[src/ivp_pkg.sv]
// Shared constants and types for the interrupt vector placement block.
// Assumes a 16K-word program flash and an APB register port.
package ivp_pkg;

  // Register map, byte addresses on APB
  localparam int unsigned APB_AW   = 8;
  localparam int unsigned APB_DW   = 32;
  localparam logic [7:0]  CTRL_OFS = 8'h00;
  localparam logic [7:0]  STAT_OFS = 8'h04;
  localparam logic [7:0]  BASE_OFS = 8'h08;

  // Control register fields
  localparam int unsigned CTRL_CE_BIT  = 0;
  localparam int unsigned CTRL_SEL_BIT = 1;
  localparam logic        SEL_RESET    = 1'b0;

  // Status register fields
  localparam int unsigned STAT_SEQ_BIT  = 0;
  localparam int unsigned STAT_LOCK_BIT = 1;
  localparam int unsigned STAT_FUSE_LSB = 2;

  // Program word addresses
  localparam int unsigned PC_W          = 14;
  localparam int unsigned VEC_NUM_W     = 5;
  localparam logic [13:0] RESET_WORD    = 14'h0000;
  localparam logic [13:0] APP_VEC_BASE  = 14'h0000;
  localparam int unsigned VEC_SLOT_SHIFT = 1;
  // Boot section start per size fuse code 3,2,1,0 (MSB first)
  localparam logic [55:0] BOOT_START_TBL = {14'h3F00, 14'h3E00, 14'h3C00, 14'h3800};

  // Change window, in clock cycles
  localparam int unsigned CNT_W               = 3;
  localparam logic [2:0]  CHANGE_WINDOW_CYCLES = 3'h4;

  typedef struct packed {
    logic       boot_reset;
    logic [1:0] boot_size;
    logic       app_lock;
    logic       boot_lock;
  } ivp_fuse_s;

  // Unprogrammed fuses read as one
  localparam logic [4:0] FUSE_RESET = 5'h1F;

  typedef enum logic [1:0] {
    SEQ_IDLE  = 2'b00,
    SEQ_ARMED = 2'b01,
    SEQ_HOLD  = 2'b10
  } ivp_seq_e;

endpackage

[src/ivp_change_seq.sv]
// Timed change sequence for the vector-select bit.
// Assumes single-cycle write pulses and an instruction-retire pulse on pclk.
`timescale 1ns/10ps
`default_nettype none
module ivp_change_seq (
  input  wire logic pclk,
  input  wire logic presetn,
  input  wire logic set_enable,
  input  wire logic write_select,
  input  wire logic instr_done,
  output logic      select_take,
  output logic      next_seq_block,
  output logic      change_enable,
  output logic      seq_block
);
  import ivp_pkg::*;

  ivp_seq_e         state;
  ivp_seq_e         next_state;
  logic [CNT_W-1:0] cnt;

  always_comb begin
    next_state  = state;
    select_take = 1'b0;
    case (state)
      SEQ_IDLE: begin
        if (set_enable) next_state = SEQ_ARMED;
      end
      SEQ_ARMED: begin
        if (set_enable) begin
          next_state = SEQ_ARMED;
        end else if (write_select) begin
          select_take = 1'b1;
          next_state  = SEQ_HOLD;
        end else if (cnt == 3'h1) begin
          next_state = SEQ_IDLE;
        end
      end
      SEQ_HOLD: begin
        if (set_enable) next_state = SEQ_ARMED;
        else if (instr_done) next_state = SEQ_IDLE;
      end
      default: next_state = SEQ_IDLE;
    endcase
  end

  assign next_seq_block = (next_state != SEQ_IDLE);

  always_ff @(posedge pclk or negedge presetn) begin
    if (!presetn) state <= SEQ_IDLE;
    else state <= next_state;
  end

  always_ff @(posedge pclk or negedge presetn) begin
    if (!presetn) begin
      cnt           <= '0;
      change_enable <= 1'b0;
    end else begin
      change_enable <= (next_state == SEQ_ARMED);
      if (set_enable) cnt <= CHANGE_WINDOW_CYCLES;
      else if (cnt != '0) cnt <= cnt - 3'h1;
    end
  end

  always_ff @(posedge pclk or negedge presetn) begin
    if (!presetn) seq_block <= 1'b0;
    else seq_block <= next_seq_block;
  end

  chk_enable_timeout: assert property (@(posedge pclk) disable iff (!presetn)
    ($rose(change_enable) ##0 (!write_select && !set_enable)[*4]) |=> !change_enable)
    else $error("change enable not cleared after four cycles");

  chk_release_timeout: assert property (@(posedge pclk) disable iff (!presetn)
    ($rose(change_enable) ##0 (!write_select && !set_enable)[*4]) |=> !seq_block)
    else $error("interrupts still blocked after unused window");

  chk_block_enable: assert property (@(posedge pclk) disable iff (!presetn)
    change_enable |-> seq_block)
    else $error("interrupts not blocked while change enabled");

  chk_hold_write: assert property (@(posedge pclk) disable iff (!presetn)
    (select_take && !set_enable) |=> (seq_block && !change_enable))
    else $error("block dropped at vector-select write");

endmodule
`default_nettype wire

[src/ivp_vector_addr.sv]
// Reset and vector fetch address generation from fuses and select.
// Assumes fuses already synchronised to pclk.
`timescale 1ns/10ps
`default_nettype none
module ivp_vector_addr (
  input  wire logic                    pclk,
  input  wire logic                    presetn,
  input  wire ivp_pkg::ivp_fuse_s      fuse,
  input  wire logic                    vector_select,
  input  wire logic [ivp_pkg::VEC_NUM_W-1:0] vector_num,
  output logic [ivp_pkg::PC_W-1:0]     boot_start,
  output logic [ivp_pkg::PC_W-1:0]     reset_addr,
  output logic [ivp_pkg::PC_W-1:0]     vector_addr
);
  import ivp_pkg::*;

  logic [PC_W-1:0] next_boot_start;
  logic [PC_W-1:0] vec_base;

  assign next_boot_start = BOOT_START_TBL[{4'h0, fuse.boot_size} * 14 +: 14];
  assign vec_base = vector_select ? next_boot_start : APP_VEC_BASE;

  always_ff @(posedge pclk or negedge presetn) begin
    if (!presetn) begin
      boot_start  <= RESET_WORD;
      reset_addr  <= RESET_WORD;
      vector_addr <= APP_VEC_BASE;
    end else begin
      boot_start <= next_boot_start;
      reset_addr <= fuse.boot_reset ? RESET_WORD : next_boot_start;
      vector_addr <= vec_base + (PC_W'(vector_num) << VEC_SLOT_SHIFT);
    end
  end

  // follow from the base and reset choices above
  chk_reset_place: assert property (@(posedge pclk) disable iff (!presetn)
    1'b1 |=> reset_addr == ($past(fuse.boot_reset) ? 14'h0000 : $past(next_boot_start)))
    else $error("reset address does not follow boot reset fuse");

  chk_vector_fetch: assert property (@(posedge pclk) disable iff (!presetn)
    1'b1 |=> vector_addr == $past(vec_base) + 14'($past(vector_num)) * 14'h2)
    else $error("vector fetch address wrong");

  chk_boot_2k: assert property (@(posedge pclk) disable iff (!presetn)
    (fuse.boot_size == 2'h1 && vector_select && vector_num == 5'h19) |=> vector_addr == 14'h3C32)
    else $error("last boot vector not at 3C32");

endmodule
`default_nettype wire

[src/ivp_top.sv]
// Interrupt vector placement: vector select register, protected change,
// interrupt blocking and vector address generation, on an APB slave port.
// Assumes fuse levels arrive asynchronously; core signals share pclk.
//
// Operation
// - select zero flash start, one boot
// - boot start derives from size fuse
// - block from enable set until after next
// - unused window releases block after four cycles
// - global interrupt enable left untouched
// - enable self-clears after four cycles or write
// - select changes only with enable set before
// - boot vectors, app lock: block app code
// - app vectors, boot lock: block boot code
// - reset zero, boot vectors at 3C02..3C32
// - boot reset 3C00, vectors from 0002
// - boot reset 3C00, vectors from 3C02
// - fuse one unprogrammed, zero programmed
//
// Local design decisions: register access over APB and the register offsets.
`timescale 1ns/10ps
`default_nettype none
module ivp_top (
  input  wire logic                          pclk,
  input  wire logic                          presetn,
  input  wire logic                          psel,
  input  wire logic                          penable,
  input  wire logic                          pwrite,
  input  wire logic [ivp_pkg::APB_AW-1:0]    paddr,
  input  wire logic [ivp_pkg::APB_DW-1:0]    pwdata,
  output logic [ivp_pkg::APB_DW-1:0]         prdata,
  output logic                               pready,
  output logic                               pslverr,
  input  wire ivp_pkg::ivp_fuse_s            fuse_pins,
  input  wire logic [ivp_pkg::PC_W-1:0]      exec_pc,
  input  wire logic                          instr_done,
  input  wire logic [ivp_pkg::VEC_NUM_W-1:0] vector_num,
  output logic                               vector_table_select,
  output logic                               vector_change_enable,
  output logic                               irq_blocked,
  output logic [ivp_pkg::PC_W-1:0]           reset_addr,
  output logic [ivp_pkg::PC_W-1:0]           vector_addr
);
  import ivp_pkg::*;

  // Fuse synchroniser stages
  logic [4:0]      fuse_meta;
  logic [4:0]      fuse_sync;
  ivp_fuse_s       fuse;

  // Bus decode
  logic            setup_phase;
  logic            access_done;
  logic            wr_go;
  logic            ctrl_wr;
  logic            set_enable;
  logic            write_select;

  // Sequencer and block state
  logic            select_take;
  logic            next_seq_block;
  logic            seq_block;
  logic            lock_block;
  logic            in_boot;
  logic [PC_W-1:0] boot_start;

  function automatic logic reg_mapped(input logic [APB_AW-1:0] a);
    reg_mapped = (a == CTRL_OFS) || (a == STAT_OFS) || (a == BASE_OFS);
  endfunction

  function automatic logic [APB_DW-1:0] reg_read(
    input logic [APB_AW-1:0] a,
    input logic              sel,
    input logic              ce,
    input logic              sblk,
    input logic              lblk,
    input ivp_fuse_s         f,
    input logic [PC_W-1:0]   bstart
  );
    reg_read = '0;
    case (a)
      CTRL_OFS: begin
        reg_read[CTRL_SEL_BIT] = sel;
        reg_read[CTRL_CE_BIT]  = ce;
      end
      STAT_OFS: begin
        reg_read[STAT_SEQ_BIT]                 = sblk;
        reg_read[STAT_LOCK_BIT]                = lblk;
        reg_read[STAT_FUSE_LSB +: $bits(f)]    = f;
      end
      BASE_OFS: reg_read[PC_W-1:0] = bstart;
      default:  reg_read = '0;
    endcase
  endfunction

  // Fuses are static but cross from the pin domain
  genvar gi;
  generate
    for (gi = 0; gi < 5; gi++) begin : g_fuse_sync
      always_ff @(posedge pclk or negedge presetn) begin
        if (!presetn) begin
          fuse_meta[gi] <= FUSE_RESET[gi];
          fuse_sync[gi] <= FUSE_RESET[gi];
        end else begin
          fuse_meta[gi] <= fuse_pins[gi];
          fuse_sync[gi] <= fuse_meta[gi];
        end
      end
    end
  endgenerate

  assign fuse = ivp_fuse_s'(fuse_sync);

  // APB decode; no wait state, the slave answers in the cycle after setup
  assign setup_phase = psel && !penable;
  assign access_done = psel && penable && pready;
  assign wr_go       = access_done && pwrite;
  assign ctrl_wr     = wr_go && (paddr == CTRL_OFS);
  assign set_enable   = ctrl_wr && pwdata[CTRL_CE_BIT];
  assign write_select = ctrl_wr && !pwdata[CTRL_CE_BIT];

  always_ff @(posedge pclk or negedge presetn) begin
    if (!presetn) pready <= 1'b0;
    else pready <= setup_phase;
  end

  always_ff @(posedge pclk or negedge presetn) begin
    if (!presetn) pslverr <= 1'b0;
    else pslverr <= setup_phase && !reg_mapped(paddr);
  end

  // Read data captured at setup so it stands still through access
  always_ff @(posedge pclk or negedge presetn) begin
    if (!presetn) begin
      prdata <= '0;
    end else if (setup_phase && !pwrite) begin
      prdata <= reg_read(paddr, vector_table_select, vector_change_enable,
                         seq_block, lock_block, fuse, boot_start);
    end else begin
      prdata <= '0;
    end
  end

  ivp_change_seq u_seq (
    .pclk           (pclk),
    .presetn        (presetn),
    .set_enable     (set_enable),
    .write_select   (write_select),
    .instr_done     (instr_done),
    .select_take    (select_take),
    .next_seq_block (next_seq_block),
    .change_enable  (vector_change_enable),
    .seq_block      (seq_block)
  );

  always_ff @(posedge pclk or negedge presetn) begin
    if (!presetn) vector_table_select <= SEL_RESET;
    else if (select_take) vector_table_select <= pwdata[CTRL_SEL_BIT];
  end

  ivp_vector_addr u_addr (
    .pclk          (pclk),
    .presetn       (presetn),
    .fuse          (fuse),
    .vector_select (vector_table_select),
    .vector_num    (vector_num),
    .boot_start    (boot_start),
    .reset_addr    (reset_addr),
    .vector_addr   (vector_addr)
  );

  assign in_boot = (exec_pc >= boot_start);

  assign lock_block = (vector_table_select && !fuse.app_lock && !in_boot)
                   || (!vector_table_select && !fuse.boot_lock && in_boot);

  // gate only; global enable bit is never written here
  // Lock term follows exec_pc one cycle late, a deliberate register stage
  always_ff @(posedge pclk or negedge presetn) begin
    if (!presetn) irq_blocked <= 1'b0;
    else irq_blocked <= next_seq_block || lock_block;
  end

  chk_select_guard: assert property (@(posedge pclk) disable iff (!presetn)
    $changed(vector_table_select) |-> $past(vector_change_enable))
    else $error("vector select changed without change enable");

  chk_enable_blocks: assert property (@(posedge pclk) disable iff (!presetn)
    $rose(vector_change_enable) |-> irq_blocked)
    else $error("interrupts not blocked when change enable set");

  chk_select_write: assert property (@(posedge pclk) disable iff (!presetn)
    (vector_change_enable && write_select) |=>
      (vector_table_select == $past(pwdata[CTRL_SEL_BIT])) && !vector_change_enable)
    else $error("select write inside window not taken");

  chk_lock_app: assert property (@(posedge pclk) disable iff (!presetn)
    (vector_table_select && !fuse.app_lock && exec_pc < boot_start) |=> irq_blocked)
    else $error("app code not blocked with boot vectors and lock");

  chk_lock_boot: assert property (@(posedge pclk) disable iff (!presetn)
    (!vector_table_select && !fuse.boot_lock && exec_pc >= boot_start) |=> irq_blocked)
    else $error("boot code not blocked with app vectors and lock");

  chk_apb_ready: assert property (@(posedge pclk) disable iff (!presetn)
    setup_phase |=> (pready ##1 !pready))
    else $error("pready not a single cycle after setup");

  chk_unmapped_err: assert property (@(posedge pclk) disable iff (!presetn)
    (setup_phase && !reg_mapped(paddr)) |=> pslverr)
    else $error("unmapped address not flagged");

  chk_boot_reset: assert property (@(posedge pclk) disable iff (!presetn)
    (!fuse.boot_reset && fuse.boot_size == 2'h1 && $stable(fuse)) |=> reset_addr == 14'h3C00)
    else $error("boot reset not at 3C00 with 2K boot section");

  chk_app_vectors: assert property (@(posedge pclk) disable iff (!presetn)
    (!vector_table_select && vector_num == 5'h1) |=> vector_addr == 14'h0002)
    else $error("first application vector not at 0002");

  chk_select_hold: assert property (@(posedge pclk) disable iff (!presetn)
    !select_take |=> $stable(vector_table_select))
    else $error("vector select moved outside a guarded write");

  chk_err_ready: assert property (@(posedge pclk) disable iff (!presetn)
    pslverr |-> pready)
    else $error("error response without ready");

  chk_prdata_idle: assert property (@(posedge pclk) disable iff (!presetn)
    !(setup_phase && !pwrite) |=> prdata == 32'h0)
    else $error("read data not zero outside a read");

  chk_ready_idle: assert property (@(posedge pclk) disable iff (!presetn)
    !setup_phase |=> !pready)
    else $error("ready without a setup cycle");

endmodule
`default_nettype wire

[config.mk]
export PLATFORM = sky130hd
export DESIGN_NAME = ivp_top
export DESIGN_NICKNAME = d
export VERILOG_FILES = /design/src/ivp_pkg.sv /design/src/ivp_change_seq.sv /design/src/ivp_vector_addr.sv /design/src/ivp_top.sv
export SDC_FILE = /design/constraint.sdc
export NUM_CORES = 1
export LEC_CHECK = 0
export BUFFER_PORTS_ARGS = -buffer_cell sky130_fd_sc_hd__buf_2
export CAP_MARGIN = 0
export CORE_ASPECT_RATIO = 0.8
export CORE_MARGIN = 5
export CORE_UTILIZATION = 30
export DETAILED_ROUTE_END_ITERATION = 10
export PLACE_DENSITY_LB_ADDON = 0.12
export SLEW_MARGIN = 20
export SYNTH_ARGS = -nofsm -noshare
export SYNTH_HDL_FRONTEND = slang
export SYNTH_SLANG_ARGS = --single-unit
[constraint.sdc]
create_clock -name pclk -period 2 [get_ports pclk]
set_input_delay 0.4 -clock pclk [delete_from_list [all_inputs] [get_ports pclk]]
set_output_delay 0.4 -clock pclk [all_outputs]
set_load 0.01 [all_outputs]
==> results.md <==
- First-pass GRT wire length: 6580 um
- Die width: 105 um
- Startpoint types: flip-flop
- Period utilization: 0.932
- Share of layout cells above drive strength 1: 0.401
- CTS Buf Count: 5
- Postcts setup bufs: 0
- Syn Area/Cell: 11.7 um2
- Post-synth ARST share: 1.00
- Die height: ~86 um
- Final setup viols: 0
- Flops & latches, synth: slightly below 50
- Root Driver: clkbuf_8
- Most frequent cells in the layout: buf_2 (66), dfrtp_1 (39), conb_1 (31)
- Vias per cell: 3.90
- Min Clock Period, post-route: between 1500 and 2000 ps
- Number of H-tree levels: 2
- CP required: ~2200 ps
- Critical Path AT: 2090 ps
- Cells after Synth: 184
- Largest net degree at the start of global routing: 26
- Area growth, synth to finish: 20.5%
- Largest buffer count on any clock path: 2
- Most common cell after layout, fill and taps aside: buf_2
- Grt total ovfl: 0
- Initial antenna violation count: 0
- # diodes: 0
- CP Max Fanout: 4
- Vias in the first global route: 1336
- Register-to-Register Path Depth: 6
- Nets: approximately 340
- EDFF count, synth: 0
- DRT antenna net count: 0
- IO Port Bufs: 66
- CTS tree: yes
- Reg2reg setup slack: 140 ps
- Leakage power: approximately 0.0014 uW
- Post-synthesis sequential area ratio: 0.576
- DR iter-0 viols: 36
- Core Box Area: 6930 um2
- Routed WL: 4200 um
- Post-Layout Cell Count: 344
- DR WL/cell: 12.2 um
- Placer's final routability congestion estimate: 0.723
- # DRC: 0
- TritonRoute pass-1 iters: 4
- Worst Skew: just under 8 ps
- Worst Hold Class: input pin to flip-flop
- Fmax: 0.537 GHz
- Crit path kind: flip-flop to flip-flop
- Crit. End Element: flip-flop
- Synth unique cells: 40
- Die area: 8970 um2
- Fin. max-slew vios: 0
- RSZ-0062 raised after global routing: false
- Total GRT Usage: 0.0918
- PwrDens: 778 nW/um2
- Syn. warnings: 0
- Hold Path Depth: 1
- Fin. Hold Viols: 0
- Endpoint, Worst Hold: fuse_meta[1]
- Placed Instances: 335
- Clock sink count: 49
- Clock Pin Slew Worst Setup and Hold Paths: 100 ps
- Run status: complete, no violations
- VDD IR max: about 320 uV
- Row Count: 27
- Clock latency on the worst-skew pair: approximately 300 ps
- Post-DP HPWL: between 3000 and 4000 um
- Starting Density: 0.310
- Via Count: 1341
- Crit Reg-Reg Startpoint: u_addr.boot_start[12]
- Hold Crit Start: fuse_pins[1]
- # fillers: 693
- Worst R2R End: prdata[1]
- Synth Cell Area: 2150 um2
- Io pins: 135
- Utilization after layout: 0.374
- Primary FF master, synth: dfrtp_1
- Max-cap violations: 0
-- power breakdown --
part | leakage (uW) | internal, uW | switching (uW)
clock network | 0.0000452 | 255 | 346
registers | 0.000615 | 1060 | 30.2
logic | 0.000749 | 139 | 185
-- worst max-delay path, stage by stage, from the launching register on --
cell and delay (ps):
dfrtp_1 380, inv_2 80, ha_1 240, a21oi_1 190, o21ai_2 90, or4b_2 630, a31oi_1 180
-- cells in the mapped netlist (2+ instances only) --
cell        n  area [um2]
nand2b_1    4        25.0
and2_1      3        18.8
nor2b_1     4        25.0
nand3b_1    2        15.0
or2_2       2        12.5
inv_1      13        48.8
conb_1      2        7.51
dfrtp_1    39         976
buf_4      36         270
o21ai_0     3        15.0
nor2_1     17        63.8
nor4_1      4        25.0
a21oi_1     6        30.0
dfstp_2    10         263
nand2_1     4        15.0
ha_1        9         113
a2bb2oi_1   3        26.3
-- through the flow --
stage,area (um2),TNS [ps],power (uW),hold slack [ps],setup WS [ps]
finish,2590,0,2020,182,136
CTS,2580,0,2050,164,26.6
global route,2590,0,2150,159,1.17
detailed placement,2480,-684,1430,321,-120
global placement,2480,-678,1430,318,-116
floorplan,2260,0,1360,104,73.7
-- worst max path at each step --
stage | startpoint | end | slack [ps] | cells after the start
floorplan | paddr[1] | vector_table_select | 70 | 4
global placement | paddr[1] | u_seq.change_enable | -120 | 6
detailed placement | paddr[1] | vector_table_select | -120 | 5
CTS | u_addr.boot_start[12] | prdata[1] | 30 | 6
global route | u_addr.boot_start[8] | prdata[1] | 1 | 6
finish | u_addr.boot_start[12] | prdata[1] | 140 | 6
-- flip-flops by register name, indices dropped and copies added (netlist names) --
| signal | count |
|---|---|
| pslverr | 1 |
| u_seq.seq_block | 1 |
| u_addr.vector_addr | 9 |
| vector_table_select | 1 |
| u_seq.change_enable | 1 |
| u_addr.reset_addr | 4 |
| u_seq.cnt | 3 |
| prdata | 11 |
| u_addr.boot_start | 4 |
| fuse_meta | 5 |
| u_seq.state | 2 |
| pready | 1 |
| fuse | 5 |
| irq_blocked | 1 |
-- repair_timing --
item / in CTS / in global routing
hold buffers: 1 / 0
resized for setup: 0 / 4
endpoints found under the hold margin: 11 / 0
setup endpoints to repair: 0 / 2
-- layout make-up --
| type | instances | area [um2] | area share |
|---|---|---|---|
| sequential | 49 | 1240 | 0.478 |
| multi-input combinational | 112 | 688 | 0.266 |
| timing repair buffer | 75 | 413 | 0.159 |
| tap | 87 | 109 | 0.0420 |
| clock buffer | 5 | 68.8 | 0.0266 |
| inverter | 13 | 48.8 | 0.0188 |
| clock inverter | 3 | 25.0 | 0.00966 |
-- kinds of logic after synthesis --
kind of cell / share of synthesized area
compound gates: 0.0501
xor+xnor: 0.00408
flops: 0.576
mux: 0.0151
simple gates: 0.141
fa+ha+maj: 0.0524
other cells: 0.00349
buf+inv: 0.158
-- metal layers --
layer | vias up | track usage | routed length (um)
met5 | - | 0 | 0
met4 | 0 | 0.0383 | 61
met3 | 5 | 0.0286 | 381
met2 | 55 | 0.136 | 1840
met1 | 604 | 0.124 | 1910
li1 | 677 | - | -
(Power assumes the default switching activity.)
